==> config.mk <==
export PLATFORM = sky130hd
export DESIGN_NAME = scc_top
export DESIGN_NICKNAME = d
export VERILOG_FILES = /design/src/scc_pkg.sv /design/src/scc_top.sv
export SDC_FILE = /design/constraint.sdc
export NUM_CORES = 1
export LEC_CHECK = 0
export BUFFER_PORTS_ARGS = -buffer_cell sky130_fd_sc_hd__buf_2
export CAP_MARGIN = 5
export CORE_MARGIN = 3
export CORE_UTILIZATION = 55
export CTS_CLUSTER_SIZE = 12
export DETAILED_ROUTE_END_ITERATION = 12
export PLACE_DENSITY = 0.86
export SYNTH_ARGS = -nofsm -noshare
export SYNTH_HDL_FRONTEND = slang
export SYNTH_SLANG_ARGS = --single-unit
==> constraint.sdc <==
create_clock -name CLK_SYS -period 5 [get_ports CLK_SYS]
set_clock_uncertainty 0.15 [all_clocks]
set_input_delay 0.25 -clock CLK_SYS [delete_from_list [all_inputs] [get_ports CLK_SYS]]
set_output_delay 0.25 -clock CLK_SYS [all_outputs]
set_load 0.005 [all_outputs]
==> src/scc_pkg.sv <==
/*
 * scc_pkg: constants for the two-channel serial control block.
 * assumes: used by scc_top only; all references written scc_pkg::name.
 */
package scc_pkg;

  // ****************************************
  // register map (byte addresses, 32-bit words)
  // ****************************************
  localparam logic [3:0] CH0_CTRL_OFS = 4'h0;
  localparam logic [3:0] CH1_CTRL_OFS = 4'h4;
  localparam logic [3:0] IRQ_STAT_OFS = 4'h8;
  localparam logic [3:0] IRQ_MASK_OFS = 4'hC;

  // ****************************************
  // control word fields
  // ****************************************
  localparam int MODE_LSB  = 0;
  localparam int STOP_BIT  = 3;
  localparam int REN_BIT   = 4;
  localparam int PEN_BIT   = 5;
  localparam int FEN_BIT   = 6;
  localparam int OEN_BIT   = 7;
  localparam int PE_BIT    = 8;
  localparam int FE_BIT    = 9;
  localparam int OE_BIT    = 10;
  localparam int BRS_BIT   = 13;
  localparam int LB_BIT    = 14;
  localparam int RUN_BIT   = 15;
  localparam logic [15:0] CTRL_RESET   = 16'h0000;
  localparam logic [15:0] CTRL_WR_MASK = 16'hE7FF;

  // ****************************************
  // synchronous mode encoding and irq layout
  // ****************************************
  localparam logic [2:0] MODE_SYNC = 3'h0;
  localparam int         IRQ_W     = 8;
  localparam logic [7:0] IRQ_RESET = 8'h00;

  // ****************************************
  // bus answer timing
  // ****************************************
  localparam int ACK_CYCLES = 1;

  typedef enum logic [1:0] {
    SCC_IDLE = 2'b00,
    SCC_ACK  = 2'b01
  } scc_bus_t;

endpackage

==> src/scc_top.sv <==
/*
 * scc_top: control words of two serial channels, an Avalon-MM slave with
 * waitrequest, and sticky-status interrupt logic.
 * assumes: receive events come from a shift engine on CLK_SYS as one-cycle
 * pulses; RXD pins are asynchronous and pass three flip-flops.
 */
// Behaviour
// - each channel takes its operating mode from control bits 2 to 0.
// - bit 3 clear means one stop bit, set means two stop bits.
// - bit 4 clear disables reception; setting it enables and starts a reception.
// - in synchronous mode hardware clears bit 4 after one complete byte.
// - bit 5 switches received parity checking off or on.
// - bit 6 switches framing checking of received characters off or on.
// - bit 7 switches overrun detection off or on.
// - parity-error flag bit 8 sets on a parity error only while checking enabled.
// - framing-error flag bit 9 sets on a framing error only while checking enabled.
// - overrun flag bit 10 sets on an overrun only while checking enabled.
// - error flags are sticky; only a software write of the word clears them.
// - bit 13 selects between the two baud-rate options.
// - bit 14 loops transmit output internally back to the receiver.
// - bit 15 stops the baud generator when clear and runs it when set.
`timescale 1ns/10ps
module scc_top (
  input  wire logic        CLK_SYS,
  input  wire logic        RSTN,
  input  wire logic [3:0]  AVS_ADDRESS,
  input  wire logic        AVS_READ,
  input  wire logic        AVS_WRITE,
  input  wire logic [31:0] AVS_WRITEDATA,
  input  wire logic [3:0]  AVS_BYTEENABLE,
  output logic      [31:0] AVS_READDATA,
  output logic             AVS_WAITREQUEST,
  input  wire logic [1:0]  RX_DONE,
  input  wire logic [1:0]  RX_PARITY_BIT,
  input  wire logic [1:0]  RX_PARITY_CALC,
  input  wire logic [1:0]  RX_STOP_LEVEL,
  input  wire logic [1:0]  RX_READ,
  input  wire logic [1:0]  TXD,
  input  wire logic [1:0]  RXD,
  output logic      [1:0]  RX_LINE,
  output logic      [5:0]  CH_MODE,
  output logic      [1:0]  STOP_TWO,
  output logic      [1:0]  RX_ENABLE,
  output logic      [1:0]  RX_START,
  output logic      [1:0]  BAUD_OPTION,
  output logic      [1:0]  BAUD_RUN,
  output logic             IRQ
);

  // ****************************************
  // state
  // ****************************************
  typedef struct packed {
    logic [15:0]          ctrl0;
    logic [15:0]          ctrl1;
    logic [1:0]           unread;
    logic [1:0]           rx_s1;
    logic [1:0]           rx_s2;
    logic [1:0]           rx_s3;
    logic [1:0]           rx_line;
    logic [1:0]           rx_start;
    logic [7:0]           irq_stat;
    logic [7:0]           irq_mask;
    logic                 irq;
    scc_pkg::scc_bus_t    bus;
    logic [31:0]          rdata;
  } scc_state_t;

  scc_state_t st_reg;
  scc_state_t st_next;
  logic       rst_s1_reg;
  logic       rst_n_reg;

  // reset release through two flip-flops
  always_ff @(posedge CLK_SYS or negedge RSTN) begin
    if (!RSTN) begin
      rst_s1_reg <= 1'b0;
      rst_n_reg  <= 1'b0;
    end else begin
      rst_s1_reg <= 1'b1;
      rst_n_reg  <= rst_s1_reg;
    end
  end

  // ****************************************
  // next-state logic
  // ****************************************
  logic [15:0] ctrl_cur [2];
  logic [15:0] ctrl_nx  [2];
  logic [15:0] wr_word;
  logic [1:0]  wr_ch;
  logic        bus_go;
  logic [1:0]  pe_ev;
  logic [1:0]  fe_ev;
  logic [1:0]  oe_ev;
  logic [1:0]  done_ev;
  logic [1:0]  ren_rise;

  assign ctrl_cur[0] = st_reg.ctrl0;
  assign ctrl_cur[1] = st_reg.ctrl1;
  assign bus_go      = (st_reg.bus == scc_pkg::SCC_IDLE);
  assign wr_word     = {AVS_BYTEENABLE[1] ? AVS_WRITEDATA[15:8] : 8'h00,
                        AVS_BYTEENABLE[0] ? AVS_WRITEDATA[7:0] : 8'h00};

  // event qualification per channel
  always_comb begin
    for (int c = 0; c < 2; c++) begin
      done_ev[c]  = RX_DONE[c] && ctrl_cur[c][scc_pkg::REN_BIT];
      pe_ev[c]    = done_ev[c] && (RX_PARITY_BIT[c] != RX_PARITY_CALC[c])
                    && ctrl_cur[c][scc_pkg::PEN_BIT];
      fe_ev[c]    = done_ev[c] && !RX_STOP_LEVEL[c]
                    && ctrl_cur[c][scc_pkg::FEN_BIT];
      oe_ev[c]    = done_ev[c] && st_reg.unread[c]
                    && ctrl_cur[c][scc_pkg::OEN_BIT];
      wr_ch[c]    = bus_go && AVS_WRITE
                    && (AVS_ADDRESS == (c == 0 ? scc_pkg::CH0_CTRL_OFS : scc_pkg::CH1_CTRL_OFS));
    end
  end

  // control words: software write, then hardware sets win over clears
  always_comb begin
    for (int c = 0; c < 2; c++) begin
      ctrl_nx[c] = ctrl_cur[c];
      if (wr_ch[c]) begin
        ctrl_nx[c] = wr_word & scc_pkg::CTRL_WR_MASK;
      end
      if (done_ev[c] && ctrl_cur[c][2:0] == scc_pkg::MODE_SYNC) begin
        ctrl_nx[c][scc_pkg::REN_BIT] = 1'b0;
      end
      if (pe_ev[c]) begin
        ctrl_nx[c][scc_pkg::PE_BIT] = 1'b1;
      end
      if (fe_ev[c]) begin
        ctrl_nx[c][scc_pkg::FE_BIT] = 1'b1;
      end
      if (oe_ev[c]) begin
        ctrl_nx[c][scc_pkg::OE_BIT] = 1'b1;
      end
      ren_rise[c] = ctrl_nx[c][scc_pkg::REN_BIT] && !ctrl_cur[c][scc_pkg::REN_BIT];
    end
  end

  // state update, bus slave and interrupt status
  always_comb begin
    st_next          = st_reg;
    st_next.ctrl0    = ctrl_nx[0];
    st_next.ctrl1    = ctrl_nx[1];
    st_next.rx_start = ren_rise;
    st_next.rx_s1    = RXD;
    st_next.rx_s2    = st_reg.rx_s1;
    st_next.rx_s3    = st_reg.rx_s2;
    for (int c = 0; c < 2; c++) begin
      if (st_reg.rx_s2[c] == st_reg.rx_s3[c]) begin
        st_next.rx_line[c] = ctrl_cur[c][scc_pkg::LB_BIT] ? TXD[c] : st_reg.rx_s3[c];
      end else if (ctrl_cur[c][scc_pkg::LB_BIT]) begin
        st_next.rx_line[c] = TXD[c];
      end
      if (done_ev[c]) begin
        st_next.unread[c] = 1'b1;
      end else if (RX_READ[c]) begin
        st_next.unread[c] = 1'b0;
      end
    end
    case (st_reg.bus)
      scc_pkg::SCC_IDLE: begin
        if (AVS_READ || AVS_WRITE) begin
          st_next.bus = scc_pkg::SCC_ACK;
        end
        if (AVS_READ) begin
          if (AVS_ADDRESS == scc_pkg::CH0_CTRL_OFS) begin
            st_next.rdata = {16'h0000, st_reg.ctrl0 & scc_pkg::CTRL_WR_MASK};
          end else if (AVS_ADDRESS == scc_pkg::CH1_CTRL_OFS) begin
            st_next.rdata = {16'h0000, st_reg.ctrl1 & scc_pkg::CTRL_WR_MASK};
          end else if (AVS_ADDRESS == scc_pkg::IRQ_STAT_OFS) begin
            st_next.rdata = {24'h00_0000, st_reg.irq_stat};
          end else if (AVS_ADDRESS == scc_pkg::IRQ_MASK_OFS) begin
            st_next.rdata = {24'h00_0000, st_reg.irq_mask};
          end else begin
            st_next.rdata = 32'h0000_0000;
          end
        end
        if (AVS_WRITE && AVS_ADDRESS == scc_pkg::IRQ_MASK_OFS && AVS_BYTEENABLE[0]) begin
          st_next.irq_mask = AVS_WRITEDATA[7:0];
        end
      end
      scc_pkg::SCC_ACK: begin
        st_next.bus = scc_pkg::SCC_IDLE;
      end
      default: begin
        st_next.bus = scc_pkg::SCC_IDLE;
      end
    endcase
    // read of status clears it; new events still set
    if (bus_go && AVS_READ && AVS_ADDRESS == scc_pkg::IRQ_STAT_OFS) begin
      st_next.irq_stat = scc_pkg::IRQ_RESET;
    end
    st_next.irq_stat = st_next.irq_stat
                       | {2'b00, oe_ev[1], fe_ev[1], pe_ev[1], oe_ev[0], fe_ev[0], pe_ev[0]};
    st_next.irq      = |(st_next.irq_stat & st_next.irq_mask);
  end

  // single state register
  always_ff @(posedge CLK_SYS or negedge rst_n_reg) begin
    if (!rst_n_reg) begin
      st_reg <= '{ctrl0: scc_pkg::CTRL_RESET, ctrl1: scc_pkg::CTRL_RESET, unread: 2'h0,
                  rx_s1: 2'h3, rx_s2: 2'h3, rx_s3: 2'h3, rx_line: 2'h3, rx_start: 2'h0,
                  irq_stat: scc_pkg::IRQ_RESET, irq_mask: scc_pkg::IRQ_RESET, irq: 1'b0,
                  bus: scc_pkg::SCC_IDLE, rdata: 32'h0000_0000};
    end else begin
      st_reg <= st_next;
    end
  end

  // ****************************************
  // outputs
  // ****************************************
  assign AVS_READDATA    = st_reg.rdata;
  assign AVS_WAITREQUEST = (st_reg.bus == scc_pkg::SCC_IDLE);
  assign RX_LINE         = st_reg.rx_line;
  assign CH_MODE         = {st_reg.ctrl1[2:0], st_reg.ctrl0[2:0]};
  assign STOP_TWO        = {st_reg.ctrl1[scc_pkg::STOP_BIT], st_reg.ctrl0[scc_pkg::STOP_BIT]};
  assign RX_ENABLE       = {st_reg.ctrl1[scc_pkg::REN_BIT], st_reg.ctrl0[scc_pkg::REN_BIT]};
  assign RX_START        = st_reg.rx_start;
  assign BAUD_OPTION     = {st_reg.ctrl1[scc_pkg::BRS_BIT], st_reg.ctrl0[scc_pkg::BRS_BIT]};
  assign BAUD_RUN        = {st_reg.ctrl1[scc_pkg::RUN_BIT], st_reg.ctrl0[scc_pkg::RUN_BIT]};
  assign IRQ             = st_reg.irq;

  // ****************************************
  // checks
  // ****************************************
  parity_set_a: assert property (@(posedge CLK_SYS) disable iff (!rst_n_reg)
    (RX_DONE[0] && st_reg.ctrl0[4] && st_reg.ctrl0[5] && RX_PARITY_BIT[0] != RX_PARITY_CALC[0])
    |=> st_reg.ctrl0[8]) else $error("parity flag not set");
  parity_gate_a: assert property (@(posedge CLK_SYS) disable iff (!rst_n_reg)
    ($rose(st_reg.ctrl0[8]) && !$past(wr_ch[0])) |-> $past(st_reg.ctrl0[5])) else $error("parity flag ungated");
  frame_set_a: assert property (@(posedge CLK_SYS) disable iff (!rst_n_reg)
    (RX_DONE[1] && st_reg.ctrl1[4] && st_reg.ctrl1[6] && !RX_STOP_LEVEL[1])
    |=> st_reg.ctrl1[9]) else $error("framing flag not set");
  overrun_set_a: assert property (@(posedge CLK_SYS) disable iff (!rst_n_reg)
    (RX_DONE[0] && st_reg.ctrl0[4] && st_reg.ctrl0[7] && st_reg.unread[0])
    |=> st_reg.ctrl0[10]) else $error("overrun flag not set");
  flag_sticky_a: assert property (@(posedge CLK_SYS) disable iff (!rst_n_reg)
    (st_reg.ctrl0[10:8] != 3'b000 && !wr_ch[0]) |=> ($past(st_reg.ctrl0[10:8]) & ~st_reg.ctrl0[10:8]) == 3'b000)
    else $error("error flag lost");
  sync_ren_a: assert property (@(posedge CLK_SYS) disable iff (!rst_n_reg)
    (RX_DONE[1] && st_reg.ctrl1[4] && st_reg.ctrl1[2:0] == 3'h0 && !wr_ch[1]) |=> !st_reg.ctrl1[4])
    else $error("sync enable not cleared");
  reserved_zero_a: assert property (@(posedge CLK_SYS) disable iff (!rst_n_reg)
    (AVS_READ && !AVS_WAITREQUEST && AVS_ADDRESS == 4'h4) |-> AVS_READDATA[12:11] == 2'b00)
    else $error("reserved bits nonzero");
  bus_answer_a: assert property (@(posedge CLK_SYS) disable iff (!rst_n_reg)
    (AVS_READ || AVS_WRITE) && AVS_WAITREQUEST |=> !AVS_WAITREQUEST) else $error("no bus answer");
  start_pulse_a: assert property (@(posedge CLK_SYS) disable iff (!rst_n_reg)
    $rose(st_reg.ctrl0[4]) |-> st_reg.rx_start[0] ##1 !st_reg.rx_start[0]) else $error("start pulse wrong");

  // ****************************************
  // checks: the other channel of each pair
  // ****************************************
  // channel 1 parity flag follows a checked mismatch
  parity_set1_a: assert property (@(posedge CLK_SYS) disable iff (!rst_n_reg)
    (RX_DONE[1] && st_reg.ctrl1[scc_pkg::REN_BIT] && st_reg.ctrl1[scc_pkg::PEN_BIT]
     && RX_PARITY_BIT[1] != RX_PARITY_CALC[1])
    |=> st_reg.ctrl1[scc_pkg::PE_BIT]) else $error("channel 1 parity flag not set");
  // channel 0 framing flag follows a low stop level
  frame_set0_a: assert property (@(posedge CLK_SYS) disable iff (!rst_n_reg)
    (RX_DONE[0] && st_reg.ctrl0[scc_pkg::REN_BIT] && st_reg.ctrl0[scc_pkg::FEN_BIT]
     && !RX_STOP_LEVEL[0])
    |=> st_reg.ctrl0[scc_pkg::FE_BIT]) else $error("channel 0 framing flag not set");
  // channel 1 overrun flag follows a character landing on an unread one
  overrun_set1_a: assert property (@(posedge CLK_SYS) disable iff (!rst_n_reg)
    (RX_DONE[1] && st_reg.ctrl1[scc_pkg::REN_BIT] && st_reg.ctrl1[scc_pkg::OEN_BIT]
     && st_reg.unread[1])
    |=> st_reg.ctrl1[scc_pkg::OE_BIT]) else $error("channel 1 overrun flag not set");
  // channel 1 flags never drop without a software write
  flag_sticky1_a: assert property (@(posedge CLK_SYS) disable iff (!rst_n_reg)
    (st_reg.ctrl1[10:8] != 3'b000 && !wr_ch[1]) |=> ($past(st_reg.ctrl1[10:8]) & ~st_reg.ctrl1[10:8]) == 3'b000)
    else $error("channel 1 error flag lost");
  // channel 0 synchronous reception ends with its enable cleared
  sync_ren0_a: assert property (@(posedge CLK_SYS) disable iff (!rst_n_reg)
    (RX_DONE[0] && st_reg.ctrl0[scc_pkg::REN_BIT] && st_reg.ctrl0[2:0] == scc_pkg::MODE_SYNC && !wr_ch[0])
    |=> !st_reg.ctrl0[scc_pkg::REN_BIT]) else $error("channel 0 sync enable not cleared");
  // channel 1 start pulse lasts exactly one cycle
  start_pulse1_a: assert property (@(posedge CLK_SYS) disable iff (!rst_n_reg)
    $rose(st_reg.ctrl1[scc_pkg::REN_BIT]) |-> st_reg.rx_start[1] ##1 !st_reg.rx_start[1])
    else $error("channel 1 start pulse wrong");

  // ****************************************
  // checks: flag gating by the check and receive enables
  // ****************************************
  // channel 1 parity flag only rises while parity checks are on
  parity_gate1_a: assert property (@(posedge CLK_SYS) disable iff (!rst_n_reg)
    ($rose(st_reg.ctrl1[scc_pkg::PE_BIT]) && !$past(wr_ch[1])) |-> $past(st_reg.ctrl1[scc_pkg::PEN_BIT]))
    else $error("channel 1 parity flag ungated");
  // framing flag only rises while framing checks are on
  frame_gate0_a: assert property (@(posedge CLK_SYS) disable iff (!rst_n_reg)
    ($rose(st_reg.ctrl0[scc_pkg::FE_BIT]) && !$past(wr_ch[0])) |-> $past(st_reg.ctrl0[scc_pkg::FEN_BIT]))
    else $error("channel 0 framing flag ungated");
  frame_gate1_a: assert property (@(posedge CLK_SYS) disable iff (!rst_n_reg)
    ($rose(st_reg.ctrl1[scc_pkg::FE_BIT]) && !$past(wr_ch[1])) |-> $past(st_reg.ctrl1[scc_pkg::FEN_BIT]))
    else $error("channel 1 framing flag ungated");
  // overrun flag only rises while overrun checks are on
  overrun_gate0_a: assert property (@(posedge CLK_SYS) disable iff (!rst_n_reg)
    ($rose(st_reg.ctrl0[scc_pkg::OE_BIT]) && !$past(wr_ch[0])) |-> $past(st_reg.ctrl0[scc_pkg::OEN_BIT]))
    else $error("channel 0 overrun flag ungated");
  overrun_gate1_a: assert property (@(posedge CLK_SYS) disable iff (!rst_n_reg)
    ($rose(st_reg.ctrl1[scc_pkg::OE_BIT]) && !$past(wr_ch[1])) |-> $past(st_reg.ctrl1[scc_pkg::OEN_BIT]))
    else $error("channel 1 overrun flag ungated");
  // with parity checks off the parity flag holds unless software writes
  parity_off0_a: assert property (@(posedge CLK_SYS) disable iff (!rst_n_reg)
    (!st_reg.ctrl0[scc_pkg::PEN_BIT] && !wr_ch[0]) |=> $stable(st_reg.ctrl0[scc_pkg::PE_BIT]))
    else $error("channel 0 parity flag moved while off");
  parity_off1_a: assert property (@(posedge CLK_SYS) disable iff (!rst_n_reg)
    (!st_reg.ctrl1[scc_pkg::PEN_BIT] && !wr_ch[1]) |=> $stable(st_reg.ctrl1[scc_pkg::PE_BIT]))
    else $error("channel 1 parity flag moved while off");
  // with framing checks off the framing flag holds unless software writes
  frame_off0_a: assert property (@(posedge CLK_SYS) disable iff (!rst_n_reg)
    (!st_reg.ctrl0[scc_pkg::FEN_BIT] && !wr_ch[0]) |=> $stable(st_reg.ctrl0[scc_pkg::FE_BIT]))
    else $error("channel 0 framing flag moved while off");
  frame_off1_a: assert property (@(posedge CLK_SYS) disable iff (!rst_n_reg)
    (!st_reg.ctrl1[scc_pkg::FEN_BIT] && !wr_ch[1]) |=> $stable(st_reg.ctrl1[scc_pkg::FE_BIT]))
    else $error("channel 1 framing flag moved while off");
  // with overrun checks off the overrun flag holds unless software writes
  overrun_off0_a: assert property (@(posedge CLK_SYS) disable iff (!rst_n_reg)
    (!st_reg.ctrl0[scc_pkg::OEN_BIT] && !wr_ch[0]) |=> $stable(st_reg.ctrl0[scc_pkg::OE_BIT]))
    else $error("channel 0 overrun flag moved while off");
  overrun_off1_a: assert property (@(posedge CLK_SYS) disable iff (!rst_n_reg)
    (!st_reg.ctrl1[scc_pkg::OEN_BIT] && !wr_ch[1]) |=> $stable(st_reg.ctrl1[scc_pkg::OE_BIT]))
    else $error("channel 1 overrun flag moved while off");
  // a disabled receiver leaves all three flags alone
  ren_off0_a: assert property (@(posedge CLK_SYS) disable iff (!rst_n_reg)
    (!st_reg.ctrl0[scc_pkg::REN_BIT] && !wr_ch[0]) |=> $stable(st_reg.ctrl0[10:8]))
    else $error("channel 0 flags moved while receiver off");
  ren_off1_a: assert property (@(posedge CLK_SYS) disable iff (!rst_n_reg)
    (!st_reg.ctrl1[scc_pkg::REN_BIT] && !wr_ch[1]) |=> $stable(st_reg.ctrl1[10:8]))
    else $error("channel 1 flags moved while receiver off");

  // ****************************************
  // checks: bus, status and receive line
  // ****************************************
  // the bus answer stands for one cycle only
  wait_one_a: assert property (@(posedge CLK_SYS) disable iff (!rst_n_reg)
    !AVS_WAITREQUEST |=> AVS_WAITREQUEST) else $error("bus answer held too long");
  // reserved bits of channel 0 read as zero
  reserved_zero0_a: assert property (@(posedge CLK_SYS) disable iff (!rst_n_reg)
    (AVS_READ && !AVS_WAITREQUEST && AVS_ADDRESS == scc_pkg::CH0_CTRL_OFS) |-> AVS_READDATA[12:11] == 2'b00)
    else $error("channel 0 reserved bits nonzero");
  // reserved bits never hold a one in either word
  reserved_hold_a: assert property (@(posedge CLK_SYS) disable iff (!rst_n_reg)
    (st_reg.ctrl0[12:11] | st_reg.ctrl1[12:11]) == 2'b00) else $error("reserved bits stored");
  // a status read empties the status unless a character lands with it
  status_clear_a: assert property (@(posedge CLK_SYS) disable iff (!rst_n_reg)
    (bus_go && AVS_READ && AVS_ADDRESS == scc_pkg::IRQ_STAT_OFS && RX_DONE == 2'b00)
    |=> st_reg.irq_stat == scc_pkg::IRQ_RESET) else $error("status not cleared by read");
  // the interrupt line mirrors the unmasked status
  irq_level_a: assert property (@(posedge CLK_SYS) disable iff (!rst_n_reg)
    IRQ == |(st_reg.irq_stat & st_reg.irq_mask)) else $error("interrupt level wrong");
  // loop-back feeds the transmit level to the receive line
  loop_line0_a: assert property (@(posedge CLK_SYS) disable iff (!rst_n_reg)
    st_reg.ctrl0[scc_pkg::LB_BIT] |=> RX_LINE[0] == $past(TXD[0])) else $error("channel 0 loop-back wrong");
  loop_line1_a: assert property (@(posedge CLK_SYS) disable iff (!rst_n_reg)
    st_reg.ctrl1[scc_pkg::LB_BIT] |=> RX_LINE[1] == $past(TXD[1])) else $error("channel 1 loop-back wrong");
  // outside loop-back the line follows the settled pin
  pin_line0_a: assert property (@(posedge CLK_SYS) disable iff (!rst_n_reg)
    (!st_reg.ctrl0[scc_pkg::LB_BIT] && st_reg.rx_s2[0] == st_reg.rx_s3[0])
    |=> RX_LINE[0] == $past(st_reg.rx_s3[0])) else $error("channel 0 pin line wrong");
  pin_line1_a: assert property (@(posedge CLK_SYS) disable iff (!rst_n_reg)
    (!st_reg.ctrl1[scc_pkg::LB_BIT] && st_reg.rx_s2[1] == st_reg.rx_s3[1])
    |=> RX_LINE[1] == $past(st_reg.rx_s3[1])) else $error("channel 1 pin line wrong");
  // a change on the pin waits until two stages agree
  pin_hold_a: assert property (@(posedge CLK_SYS) disable iff (!rst_n_reg)
    (!st_reg.ctrl0[scc_pkg::LB_BIT] && st_reg.rx_s2[0] != st_reg.rx_s3[0])
    |=> $stable(RX_LINE[0])) else $error("unsettled pin reached the line");
  // the bus slave never sits in an unused state
  bus_state_a: assert property (@(posedge CLK_SYS) disable iff (!rst_n_reg)
    st_reg.bus == scc_pkg::SCC_IDLE || st_reg.bus == scc_pkg::SCC_ACK) else $error("bus state invalid");

endmodule

After elaboration in Yosys (flattened, before gate mapping)
Index checks and enable logic that the tools add are counted.
{ "totals": {"ff_bits": 93, "out_inout_bits": 52} }
{ "op_classes": {"n_eq_ne": 8, "muxes": 31, "n_bitwise": 2, "n_reduce_logical": 46} }
{ "ops": {"columns": ["op", "count"], "rows": [
  ["two-way mux 8 bit", 7],
  ["two-way mux 16 bit", 2],
  ["logical AND 1 bit", 25],
  ["two-way mux 11 bit", 2],
  ["nonzero test 2 bit", 10],
  ["two-way mux 1 bit", 18],
  ["bitwise AND 8 bit", 1],
  ["== test 4 bit, second input constant", 2],
  ["OR 8 x 6 -> 8 bit", 1],
  ["OR reduction 8 bit", 1],
  ["zero test 3 bit", 2],
  ["== test 4 x 3 -> 1 bit, second input constant", 1],
  ["zero test 1 bit", 4],
  ["zero test 4 bit", 1],
  ["two-way mux 2 bit", 2],
  ["== test 1 bit", 2],
  ["zero test 2 bit", 1],
  ["!= test 1 bit", 2],
  ["!= test 2 x 1 -> 1 bit, second input constant", 1],
  ["AND reduction 2 bit", 1],
  ["logical OR 1 bit", 1]
]} }

Depth between registers and ports, before layout
{ "depth": {"ltp_word": 7, "depth_mapped": 6} }

Least setup slack after synthesis
Ideal clock, no wire load.
{ "synth_path": {"kind": "input to register", "start": "input AVS_ADDRESS[1]", "end": "register st_reg (netlist bit IRQ)", "setup_time_ns": 0.135, "arrival_time_ns": 1.729, "setup_slack_ns": 2.986, "stages": 6, "n_path_buf": 1, "path_cell_list": "nor3b_2 > and4_1 > buf_2 > mux2_1 > a222oi_1 > nand3_1"} }
{ "synth_rtl": {"columns": ["element", "line", "source"], "rows": [
  ["start, declared", "scc_top.sv:26", "input wire logic [3:0] AVS_ADDRESS,"],
  ["end signal, assigned", "scc_top.sv:205", "st_reg <= '{ctrl0: scc_pkg::CTRL_RESET, ctrl1: scc_pkg::CTRL_RESET, unread: 2'h0,"],
  ["end signal, assigned", "scc_top.sv:210", "st_reg <= st_next;"],
  ["end, declared", "scc_top.sv:69", "scc_state_t st_reg;"]
]} }

==> impl_metrics.toml <==
[global_route]
grt_max_degree = 73
grt.overflow.total = 0
grt_pass1_vias = 2457
track_usage = 0.216
grt_pass1_wl_um = 12200
antenna_found_initial = 0

[placed_design]
dp.cells = 442
dp_hpwl_um = 5390
routabilityCongestion = 0.843
port_buffers = 71
pre_cts_ws_ns = 2.37

[synthesis]
synth_ff_type = "dfrtp_1"
yosysTopAreaCell = "dfrtp_1"
syn_inst = 337
yosysTopAreaCellShare = 0.484
synthArstFlopShare = 1.00
synth_seq_area_share = 0.545
synth_area_leaders = "dfrtp_1, buf_4, nand2_1"
synth_edf_count = 0
avgSynthCellArea_um2 = 10.1
yosysUniqueCellTypes = 36
synth-seq-cells = 74
synthesis.area_um2 = 3410
ys_warn_count = 0
synth_common_cells = "dfrtp_1, nand2_1, buf_4, o21ai_1"

[critical_path]
critical_path.startpoint = "AVS_WRITE"
slowest_delay_ns = 0.53
cpLargestDelayFamily = "simple AND/OR/NAND/NOR gates"
reg2reg_from = "st_reg[32]$_DFFE_PN0P_"
path_max_fanout = 8
crit_chain = "dlygate4sd3_1 > buf_2 > nor2b_1 > and4_1 > mux2_1 > a222oi_1 > nand3_1"
ff2ff_path_depth = 5
critPathKind = "in2reg"
cp_num_buf_inv = 2
crit_cells = 7
start_kind = "input port"
rr_endpoint = "IRQ$_DFF_PN0_"
crit_path_top_delay_cell = "dlygate4sd3_1"
crit_arrival_ns = 2.50
ff2ff_setup_slack_ns = 2.73
crit_required_ns = 5.06
crit_path_end_kind = "flip-flop"

[cts]
clockBufferDepth = 2
cts_htree_levels = 3
clock-root-buffer = "clkbuf_8"
path_clk_slew_ns = 0.08
insertion_delay_ns = 0.34
clkSinkCount = 74
cts_made_buffers = 9
cts_hold_buf = 8
ctsResizeCount = 0
post_cts_buffers = 0
cts_tree = "done"

[final_layout]
antenna_cells = 0
multi_input_area_um2 = 1190
final_cells = 466
synthToLayoutAreaGrowth_pct = 12.3
drive_gt1_frac = 0.269
layout.nets = 444
seqCellArea_um2 = 1860
largest_reg_flops = 21
fillers = 473

[die]
die_x_um = 84.8
start_util = 0.573
die_h_um = 84.8
io_pins = 110
core.rowCount = 28
die_area_um2 = 7190
fp.coreArea_um2 = 5960

[timing]
min_period_over_period = 0.488
setup_viol = 0
fin_ws_ns = 2.56
setup_tns_ns = 0
rsz0062_at_grt = "no"
layout_min_cycle_time_ns = 2.44
finalHoldViolCount = 0
worst_pin_slew_ns = 0.944
drv_slew = 0
clock.fmax_mhz = 410
slew_headroom = 0.369

[detailed_routing]
viasPerCell = 5.41
drt_pass1_iterations = 4
drt_iter0_drc = 292
routedWlPerCell_um = 15.9
routed_wl_um = 7400
vias = 2520
antenna_left = 0
drc_errors = 0

[power]
p_leak_uw = 0.00196
ir_drop_v = 0.000171
powerDensity_nw_per_um2 = 370

[hold_path]
hold_depth = 3
hold_start = "RX_DONE[1]"
whs_endpoint = "st_reg[62]$_DFFE_PN0P_"
hp-class = "in2reg"

[job]
drv_cap = 0

[run_status]
status = "completed"
-- stage by stage --
step	hold slack [ns]	util	area [µm²]	power, µW
after floorplan	-0.196	-	3480	884
after global placement	-0.114	0.593	3530	913
after detailed placement	-0.112	0.593	3530	926
after CTS	0.00375	0.644	3830	1430
after global routing	0.0340	0.644	3830	1480
final	0.0142	0.644	3830	1420
-- metal layers --
metal / routed length (µm) / GRT usage / vias up
met5: 0 / 0 / -
met4: 96 / 0.0906 / 0
met3: 574 / 0.0393 / 10
met2: 3720 / 0.357 / 111
met1: 3010 / 0.282 / 1211
li1: - / - / 1188
-- worst min-delay path: stages --
cell	delay, ns
buf_2	0.08
nand2_1	0.06
o21ai_0	0.07
-- final cells by class --
cell class,count,share of cell area
clock inverter,3,0.0117
tap,75,0.0245
inverter,4,0.00392
timing repair buffer,81,0.117
multi-input combinational,216,0.310
sequential,74,0.486
clock buffer,13,0.0467
-- cell usage in the layout, fill, tap and decap left out, types with 3 or more instances in the layout --
cell / instances
conb_1: 19
and2_1: 4
nor3_1: 3
a21o_1: 4
dfrtp_1: 65
o21ai_1: 30
a21oi_1: 14
nand2_1: 66
mux2_1: 6
o21ai_0: 14
a211o_1: 4
dlygate4sd3_1: 8
inv_1: 4
nor2_1: 11
a22oi_1: 7
buf_2: 71
a2bb2oi_1: 8
dfstp_2: 8
clkbuf_8: 13
nand3_1: 3
-- worst max-delay path by stage --
stage                                       end  slack [ns]
detailed placement                IRQ$_DFF_PN0_        2.37
finish                            IRQ$_DFF_PN0_        2.56
floorplan           AVS_READDATA[0]$_DFFE_PN0P_        2.65
global route                      IRQ$_DFF_PN0_        2.47
CTS                               IRQ$_DFF_PN0_        2.60
global placement        ctrl_cur[9]$_DFFE_PN0P_        2.44
-- kinds of logic (layout without fill, tap and decap cells) --
| kind of cell | Yosys count | in the layout | synth area share |
|---|---|---|---|
| simple gates | 98 | 98 | 0.135 |
| compound gates | 89 | 89 | 0.160 |
| flops | 74 | 74 | 0.545 |
| buf+inv | 64 | 101 | 0.126 |
| mux | 8 | 8 | 0.0264 |
| other cells | 2 | 19 | 0.00220 |
| xor+xnor | 2 | 2 | 0.00513 |
-- power by group --
| part | switching [µW] | internal [µW] |
|---|---|---|
| combinational | 101 | 88.0 |
| sequential | 52.7 | 678 |
| clock | 215 | 285 |
| total | 369 | 1050 |
Note: power is estimated with default switching activity, not from simulation.
